===== src/logic/memmap_pkg.sv =====
// Purpose : Shared constants and carrier types for the banked memory map decoder.
// Assumes : One core clock; the CPU core is the only requester.
// Notes   : Offsets are bank-relative data offsets; program values are word addresses.
package memmap_pkg;

  // ------------------------------------------------------------------
  // Data side offsets and layout
  // ------------------------------------------------------------------
  localparam logic [6:0] OFF_IND_PORT  = 7'h00;  // Indirect data port.
  localparam logic [6:0] OFF_PC_LOW    = 7'h02;  // Program counter low byte.
  localparam logic [6:0] OFF_STATUS    = 7'h03;  // Core status.
  localparam logic [6:0] OFF_POINTER   = 7'h04;  // Indirect pointer.
  localparam logic [6:0] OFF_PC_LATCH  = 7'h0a;  // Program counter latch high.
  localparam logic [6:0] OFF_INT_CTRL  = 7'h0b;  // Interrupt control.
  localparam logic [6:0] STORE_BASE    = 7'h20;  // First storage offset in a bank.
  localparam logic [6:0] BANK_STORE_TOP = 7'h6f; // Last private storage offset, larger variant.
  localparam logic [6:0] SMALL_B1_TOP  = 7'h3f;  // Last bank 1 storage offset, smaller variant.
  localparam logic [6:0] COMMON_BASE   = 7'h70;  // Start of the shared common area.
  localparam logic [7:0] B1_IDX_BASE   = 8'h60;  // Physical index of bank 1 offset 20h.
  localparam logic [7:0] B2_IDX_BASE   = 8'hb0;  // Physical index of bank 2 offset 20h.
  localparam int         STORE_SMALL   = 128;    // Storage bytes, smaller variant.
  localparam int         STORE_LARGE   = 256;    // Storage bytes, larger variant.

  // ------------------------------------------------------------------
  // Core status layout and reset values
  // ------------------------------------------------------------------
  localparam int         ST_IRP        = 7;
  localparam int         ST_BANK_HI    = 6;
  localparam int         ST_BANK_LO    = 5;
  localparam logic [7:0] STATUS_RST    = 8'h18;  // Timeout and power-down flags read one.
  localparam logic [7:0] STATUS_WMASK  = 8'he7;  // Timeout and power-down are read-only.
  localparam int         LATCH_W       = 5;
  localparam int         GOTO_W        = 11;     // Address bits carried by a jump.

  // ------------------------------------------------------------------
  // Program side
  // ------------------------------------------------------------------
  localparam int          PC_W         = 13;
  localparam logic [12:0] RESET_VEC    = 13'h0000;
  localparam logic [12:0] INT_VEC      = 13'h0004;
  localparam logic [12:0] LAST_SMALL   = 13'h07ff;
  localparam logic [12:0] LAST_LARGE   = 13'h0fff;
  localparam logic [12:0] HEF_SMALL    = 13'h0780;
  localparam logic [12:0] HEF_LARGE    = 13'h0f80;

  typedef enum logic [1:0] {K_NONE, K_CORE, K_STORE} kind_t;

  typedef struct packed {
    kind_t      kind;
    logic [7:0] idx;
  } dec_t;

  // One data access from the core.
  typedef struct packed {
    logic       valid;
    logic       wr;
    logic [6:0] addr;
    logic [7:0] wdata;
  } data_req_t;

  // Program counter commands from the core.
  typedef struct packed {
    logic        step;
    logic        jump;
    logic        load;
    logic        int_take;
    logic [12:0] target;
  } pc_cmd_t;

endpackage


===== src/logic/banked_memory_map_decoder.sv =====
// Purpose : Program counter and banked data memory decoder of a small core.
// Assumes : Core shares SYS_CLK_I and RESETN_I; one data access per cycle.
// Notes   : Reads answer one cycle after the request; peripheral offsets read zero here.
`timescale 1ns/1ns
module banked_memory_map_decoder #(
  parameter bit LARGE = 1'b1  // One selects the 4K word / 256 byte variant.
) (
  input  wire logic                  SYS_CLK_I,
  input  wire logic                  RESETN_I,
  input  wire memmap_pkg::data_req_t DATA_REQ_I,
  input  wire memmap_pkg::pc_cmd_t   PC_CMD_I,
  output logic [12:0]                PROG_ADDR_O,
  output logic                       HEF_O,
  output logic [7:0]                 RDATA_O,
  output logic                       RVALID_O,
  output logic [1:0]                 BANK_O,
  output logic [7:0]                 INT_CTRL_O
);
  import memmap_pkg::*;

  localparam logic [12:0] LAST_ADDR = LARGE ? LAST_LARGE : LAST_SMALL;
  localparam logic [12:0] HEF_START = LARGE ? HEF_LARGE : HEF_SMALL;
  localparam int          STORE_DEPTH = LARGE ? STORE_LARGE : STORE_SMALL;

  // ------------------------------------------------------------------
  // Reset release
  // ------------------------------------------------------------------
  logic rst_meta_q;  // First stage, read only by the second.
  logic rst_n;       // Released reset used by everything else.

  // The reset asserts at once but leaves on a clock edge to avoid a torn release.
  always_ff @(posedge SYS_CLK_I or negedge RESETN_I) begin
    if (!RESETN_I) begin
      rst_meta_q <= 1'b0;
      rst_n      <= 1'b0;
    end else begin
      rst_meta_q <= 1'b1;
      rst_n      <= rst_meta_q;
    end
  end

  // ------------------------------------------------------------------
  // Decode helpers
  // ------------------------------------------------------------------
  // Maps a bank and offset to a core register, a storage byte or nothing.
  function automatic dec_t decode(input logic [1:0] bank, input logic [6:0] off);
    dec_t d;
    d.kind = K_NONE;
    d.idx  = 8'h00;
    if (off == OFF_PC_LOW || off == OFF_STATUS || off == OFF_POINTER ||
        off == OFF_PC_LATCH || off == OFF_INT_CTRL) begin
      d.kind = K_CORE;
    end else if (off >= COMMON_BASE) begin
      d.kind = K_STORE;
      d.idx  = 8'(off) - 8'(STORE_BASE);
    end else if (off >= STORE_BASE) begin
      case (bank)
        2'd0: begin
          d.kind = K_STORE;
          d.idx  = 8'(off) - 8'(STORE_BASE);
        end
        2'd1: begin
          if (LARGE || off <= SMALL_B1_TOP) begin
            d.kind = K_STORE;
            d.idx  = B1_IDX_BASE + 8'(off) - 8'(STORE_BASE);
          end
        end
        2'd2: begin
          if (LARGE && off <= BANK_STORE_TOP) begin
            d.kind = K_STORE;
            d.idx  = B2_IDX_BASE + 8'(off) - 8'(STORE_BASE);
          end
        end
        default: begin
          d.kind = K_NONE;                                      // Bank 3 has no private storage.
        end
      endcase
    end
    return d;
  endfunction

  // Folds any program address into the implemented space.
  function automatic logic [12:0] wrap(input logic [12:0] a);
    return a & LAST_ADDR;
  endfunction

  // ------------------------------------------------------------------
  // State
  // ------------------------------------------------------------------
  logic [12:0]         pc_q, pc_d;        // Program counter.
  logic [7:0]          status_q;          // Core status.
  logic [7:0]          pointer_q;         // Indirect pointer.
  logic [LATCH_W-1:0]  latch_q;           // Program counter latch high.
  logic [7:0]          int_ctrl_q;        // Interrupt control.
  logic [7:0]          store_q [STORE_DEPTH]; // General purpose storage.
  logic [1:0]          eff_bank;          // Bank after indirection.
  logic [6:0]          eff_off;           // Offset after indirection.
  logic                ind_use;           // Access goes through the pointer.
  dec_t                dec;               // Decoded target.
  logic                wr_core;           // Write strobe to a core register.

  // ------------------------------------------------------------------
  // Address resolution
  // ------------------------------------------------------------------
  // Offset zero is the indirect port: the pointer plus the high select bit then supply the address.
  always_comb begin
    ind_use = (DATA_REQ_I.addr == OFF_IND_PORT);
    if (ind_use) begin
      eff_bank = {status_q[ST_IRP], pointer_q[7]};
      eff_off  = pointer_q[6:0];
    end else begin
      eff_bank = {status_q[ST_BANK_HI], status_q[ST_BANK_LO]};
      eff_off  = DATA_REQ_I.addr;
    end
    dec     = decode(eff_bank, eff_off);
    wr_core = DATA_REQ_I.valid && DATA_REQ_I.wr && dec.kind == K_CORE;
  end

  // ------------------------------------------------------------------
  // Program counter
  // ------------------------------------------------------------------
  // Priority: interrupt, then a write to the low byte, then jump, load and step.
  always_comb begin
    pc_d = pc_q;
    if (PC_CMD_I.int_take) begin
      pc_d = INT_VEC;
    end else if (wr_core && eff_off == OFF_PC_LOW) begin
      pc_d = wrap({latch_q, DATA_REQ_I.wdata});
    end else if (PC_CMD_I.jump) begin
      pc_d = wrap({latch_q[LATCH_W-1:LATCH_W-2], PC_CMD_I.target[GOTO_W-1:0]});
    end else if (PC_CMD_I.load) begin
      pc_d = wrap(PC_CMD_I.target);
    end else if (PC_CMD_I.step) begin
      pc_d = wrap(pc_q + 13'h0001);
    end
  end

  // The counter and its endurance flag update together so they never disagree.
  always_ff @(posedge SYS_CLK_I or negedge rst_n) begin
    if (!rst_n) begin
      pc_q  <= RESET_VEC;
      HEF_O <= 1'b0;
    end else begin
      pc_q  <= pc_d;
      HEF_O <= (pc_d >= HEF_START);
    end
  end

  assign PROG_ADDR_O = pc_q;

  // ------------------------------------------------------------------
  // Core registers
  // ------------------------------------------------------------------
  // Same offset in every bank lands on the same flop, so no bank switch is needed.
  always_ff @(posedge SYS_CLK_I or negedge rst_n) begin
    if (!rst_n) begin
      status_q <= STATUS_RST;
      pointer_q  <= 8'h00;
      latch_q    <= '0;
      int_ctrl_q <= 8'h00;
    end else if (wr_core) begin
      case (eff_off)
        OFF_STATUS: begin
          status_q <= (status_q & ~STATUS_WMASK) | (DATA_REQ_I.wdata & STATUS_WMASK);
        end
        OFF_POINTER: begin
          pointer_q <= DATA_REQ_I.wdata;
        end
        OFF_PC_LATCH: begin
          latch_q <= DATA_REQ_I.wdata[LATCH_W-1:0];
        end
        OFF_INT_CTRL: begin
          int_ctrl_q <= DATA_REQ_I.wdata;
        end
        default: begin
          pointer_q <= pointer_q;                               // Low byte handled above.
        end
      endcase
    end
  end

  assign BANK_O     = {status_q[ST_BANK_HI], status_q[ST_BANK_LO]};
  assign INT_CTRL_O = int_ctrl_q;

  // ------------------------------------------------------------------
  // Storage
  // ------------------------------------------------------------------
  // Storage is not reset; software must initialise it, as with any static RAM.
  always_ff @(posedge SYS_CLK_I) begin
    if (DATA_REQ_I.valid && DATA_REQ_I.wr && dec.kind == K_STORE) begin
      store_q[dec.idx] <= DATA_REQ_I.wdata;
    end
  end

  // ------------------------------------------------------------------
  // Read answer
  // ------------------------------------------------------------------
  // Unmapped offsets and the indirect port reached through itself read zero.
  always_ff @(posedge SYS_CLK_I or negedge rst_n) begin
    if (!rst_n) begin
      RDATA_O  <= 8'h00;
      RVALID_O <= 1'b0;
    end else begin
      RVALID_O <= DATA_REQ_I.valid && !DATA_REQ_I.wr;
      if (DATA_REQ_I.valid && !DATA_REQ_I.wr) begin
        RDATA_O <= 8'h00;
        if (dec.kind == K_STORE) begin
          RDATA_O <= store_q[dec.idx];
        end else if (dec.kind == K_CORE) begin
          case (eff_off)
            OFF_PC_LOW:   RDATA_O <= pc_q[7:0];
            OFF_STATUS:   RDATA_O <= status_q;
            OFF_POINTER:  RDATA_O <= pointer_q;
            OFF_PC_LATCH: RDATA_O <= 8'(latch_q);
            OFF_INT_CTRL: RDATA_O <= int_ctrl_q;
            default:      RDATA_O <= 8'h00;
          endcase
        end
      end
    end
  end
endmodule


===== config.mk =====
export PLATFORM = sky130hd
export DESIGN_NAME = banked_memory_map_decoder
export DESIGN_NICKNAME = d
export VERILOG_FILES = /design/src/logic/memmap_pkg.sv /design/src/logic/banked_memory_map_decoder.sv
export SDC_FILE = /design/constraint.sdc
export NUM_CORES = 2
export LEC_CHECK = 0
export BUFFER_PORTS_ARGS = -buffer_cell sky130_fd_sc_hd__buf_2
export CORE_ASPECT_RATIO = 0.75
export CORE_UTILIZATION = 50
export CTS_CLUSTER_SIZE = 40
export DETAILED_ROUTE_END_ITERATION = 8
export PLACE_DENSITY = 0.65
export SLEW_MARGIN = 15
export SYNTH_ARGS = -nofsm -noshare
export SYNTH_HDL_FRONTEND = slang
export SYNTH_SLANG_ARGS = --single-unit
export TNS_END_PERCENT = 100

===== constraint.sdc =====
create_clock -name SYS_CLK_I -period 3.1 [get_ports SYS_CLK_I]
set_input_delay 0.62 -clock SYS_CLK_I [delete_from_list [all_inputs] [get_ports SYS_CLK_I]]
set_output_delay 0.62 -clock SYS_CLK_I [all_outputs]
set_load 0.01 [all_outputs]

==> results.cfg <==
[outcome]
outcome = finished with violations
violations = setup timing

[critical_path]
cp-start-kind = flip-flop
cp-end-kind = flip-flop
critPathRequiredTime_ps = 3840
worstRegToRegCells = 17
path_cells = or3b_4, o21ai_4, buf_6, ha_4, o2111ai_4, a21boi_2, mux2i_1, buf_4, and4_1, buf_4, nand2_1, buf_6, nor3_1, a221o_1, or4_4, nor4_4, a21oi_1
critical_path.top_delay_family = simple AND/OR/NAND/NOR gates
slowest_stage = or4_4
critPathMaxFanout = 4
crit_arrival_ps = 5050
critPathMaxStageDelay_ps = 540
critPathKind = flip-flop to flip-flop
cp.depth = 17
worst-path-buf-inv = 4

[synth]
yosysTopAreaCellShare_pct = 73.3
yosys_warnings = 0
ys_types = 102
yosysSeqAreaShare_pct = 74.9
synth_nets = 6124
synth_area_um2 = 83800
synth_largest_area_cell = edfxtp_1
synthFlopType = edfxtp_1
synth_edf_count = 2048
synth_area_leaders = edfxtp_1 (73%), a21oi_1 (5.0%), nand2_1 (4.7%), nor2_1 (1.8%), mux2i_1 (1.6%)
async_flop_share_pct = 2.48
synthCells = 6081
ys_ff_latch = 2100
syn_avg_cell_area_um2 = 13.8

[routing]
drtIter0Drc = 10100
wire_per_inst_um = 31.9
first_pass_iters = 7
wl_um = 314000
via_per_inst = 6.35
ant_nets = 0
drc = 0
vias = 62500

[job]
max_cap_viol_count = 0

[global_routing]
grt_pass1_wl_um = 434000
grt_use_total_pct = 36.5
antenna_found_initial = 7
grt_pass1_vias = 58200
grt.overflow.total = 0
grt_max_degree = 88

[clock_network]
clk_latency_ps = 880
clock-sinks = 2100
numCtsBuffers = 197
cts.clk_slew.worst_paths_ps = 70
cts-root-buf = clkbuf_16
h-tree-depth = 4
cts_tree = done
clockBufferDepth = 3

[place]
port_buffers = 67
dp.cells = 9351
gp_congestion = 1.07
dp_hpwl_um = 213000

[final_layout]
drive_above_1_share_pct = 29.9
multi_input_area_um2 = 21800
area_growth_pct = 30.2
register_area_um2 = 62800
final_cells = 9844
n_fill_cell = 11800
nNetsFinal = 7487

[power_and_ir_drop]
ir_drop_mv = 0.691
p_leak_nw = 38.3
fin_total_pwr_mw = 62.2
power.density_nw_per_um2 = 569

[die]
rows = 129
coreArea_um2 = 166000
die_x_um = 475
die_y_um = 357
initial_core_util_pct = 50.6
die-area_um2 = 169000
io_pins = 69

[min_path]
hp-class = input port to flip-flop
hold_depth = 3

[sta]
hold_viol_final = 0
fmax_mhz = 232
min_period_over_period_pct = 139
fin_setup_tns_ps = -1663200
rsz0062_at_grt = true
clock_skew_ps = 52.6
worst_pin_slew_ps = 1050
relSlewSlack_pct = 30.2
setup_slack_ps = -1200
setup_violations = 2072
min_period_ps = 4300
slew_violations = 0
==> cells in the mapped netlist, types with 7 or more instances <==
cell and n:
edfxtp_1 2048, nand2_1 1051, a21oi_1 834, nor2_1 412, clkbuf_1 224, o21ai_0 184, mux2i_1 135, o22ai_1 128
buf_1 108, a22oi_1 103, buf_2 84, a221oi_1 61, dfrtp_1 52, a211oi_1 50, a31oi_1 37, nor3_1 36
o2bb2ai_1 35, a22o_1 32, nand3_1 32, mux2_2 30, a221o_1 28, a2bb2oi_1 19, a2111oi_0 18, o211ai_1 17
and3_1 16, nor4_1 16, a222oi_1 14, inv_1 14, nand4_1 12, o2111ai_1 12, o221ai_1 12, o32ai_1 12
o21ai_1 9, a41oi_1 8, a211o_1 7, a21o_1 7, and2_1 7, ha_1 7, nand2b_1 7, or4_1 7
==> power breakdown <==
part	leakage [nW]	internal (mW)	total [mW]	switching, mW
registers	19.1	31.2	31.3	0.111
logic	16.2	2.46	6.68	4.22
clock network	3.09	13.2	24.2	11.0
==> cells by family (layout without fill, tap and decap cells) <==
| group | Yosys count | count (layout) | share of synthesized area (%) |
|---|---|---|---|
| xor gates and xnor gates | 11 | 11 | 0.115 |
| muxes | 167 | 167 | 2.07 |
| and+or+nand+nor | 1642 | 1642 | 7.94 |
| DFF | 2100 | 2100 | 74.9 |
| other | 1 | 8 | 0.00447 |
| AOI/OAI and AO/OA | 1714 | 1714 | 12.7 |
| buffers and inverters | 439 | 1968 | 2.15 |
| adders and majority gates | 7 | 7 | 0.104 |
==> stage by stage <==
| stage | setup slack [ps] | instance area [um^2] | utilization, % | hold WS (ps) |
|---|---|---|---|---|
| floorplan | -1620 | 84700 | - | 324 |
| global placement | -2250 | 98700 | 59.5 | 332 |
| detailed placement | -2320 | 98700 | 59.5 | 339 |
| CTS | -1110 | 108000 | 65.1 | 49.6 |
| global route | -1250 | 109000 | 65.9 | 94.0 |
| finish | -1200 | 109000 | 65.9 | 107 |
==> worst reg2reg max path: cells and delay by family (launching register included) <==
family                   cells  cell delay (ps)
flip-flops                   1              340
multiplexers                 1              120
AO/OA/AOI/OAI                5             1050
buffers and inverters        4              680
AND/OR/NAND/NOR              6             1840
adder cells (fa/ha/maj)      1              150
==> cell usage in the layout (no fill, tap or decap), types with 19 or more instances in the layout <==
master	netlist	routed
o21ai_0	184	176
mux2i_1	135	135
edfxtp_1	2048	2048
o22ai_1	128	120
o2bb2ai_1	35	33
nand3_1	32	19
a221o_1	28	28
a21oi_1	834	815
nor2_4	1	103
buf_6	5	123
nor2_1	412	275
clkinv_1	1	44
dfrtp_1	52	51
nor2_2	5	40
buf_8	0	34
a211oi_1	50	44
buf_12	0	202
clkinv_2	0	40
buf_2	84	59
a22oi_1	103	90
clkbuf_1	224	39
a221oi_1	61	48
mux2_2	30	30
a31oi_1	37	30
nor3_1	36	26
a22o_1	32	31
clkbuf_16	0	203
nand2_1	1051	1029
buf_4	3	1153
==> worst paths after layout <==
kind / from / slack [ps] / end
max: pointer_q[6] / -1200 / RDATA_O[5]
min: PC_CMD_I[15] / 110 / PROG_ADDR_O[11]
max reg2reg: pointer_q[6] / -1200 / RDATA_O[5]
min reg2reg: rst_n / 330 / INT_CTRL_O[3]
max in group asynchronous: rst_n / 1910 / pointer_q[4]
min in group asynchronous: RESETN_I / 120 / rst_meta_q
==> registers in the layout, indices dropped and copies added (netlist names) <==
register	flops
PROG_ADDR_O	13
status_q	6
RVALID_O	1
store_q	2048
RDATA_O	8
latch_q	5
rst_meta_q	1
rst_n	1
INT_CTRL_O	8
HEF_O	1
pointer_q	8
==> routing by layer <==
metal,part of all wire [%],global-route usage (%),vias up
li1,-,-,26000
met3,15,11.5,706
met5,0.0045,0,-
met2,43,52.6,4604
met4,4.4,13.7,2
met1,38,51.8,31200
==> area by class of cell <==
class                      instances  share of cell area, %
multi-input combinational       3542                   20.0
tap                             2227                   2.55
inverter                          15                 0.0539
antenna                            7                 0.0160
clock inverter                   128                   1.16
timing repair buffer            1588                   14.1
sequential                      2100                   57.5
clock buffer                     237                   4.67
==> repair_timing <==
action,CTS,global route
endpoints found under the setup margin,2070,2082
hold buffers,1,0
hold endpoints to repair,2,0
gates cloned,11,4
pin swaps,76,52
buffers inserted,76,34
gates resized for setup,397,196
Power figures use the tool's default switching activity.
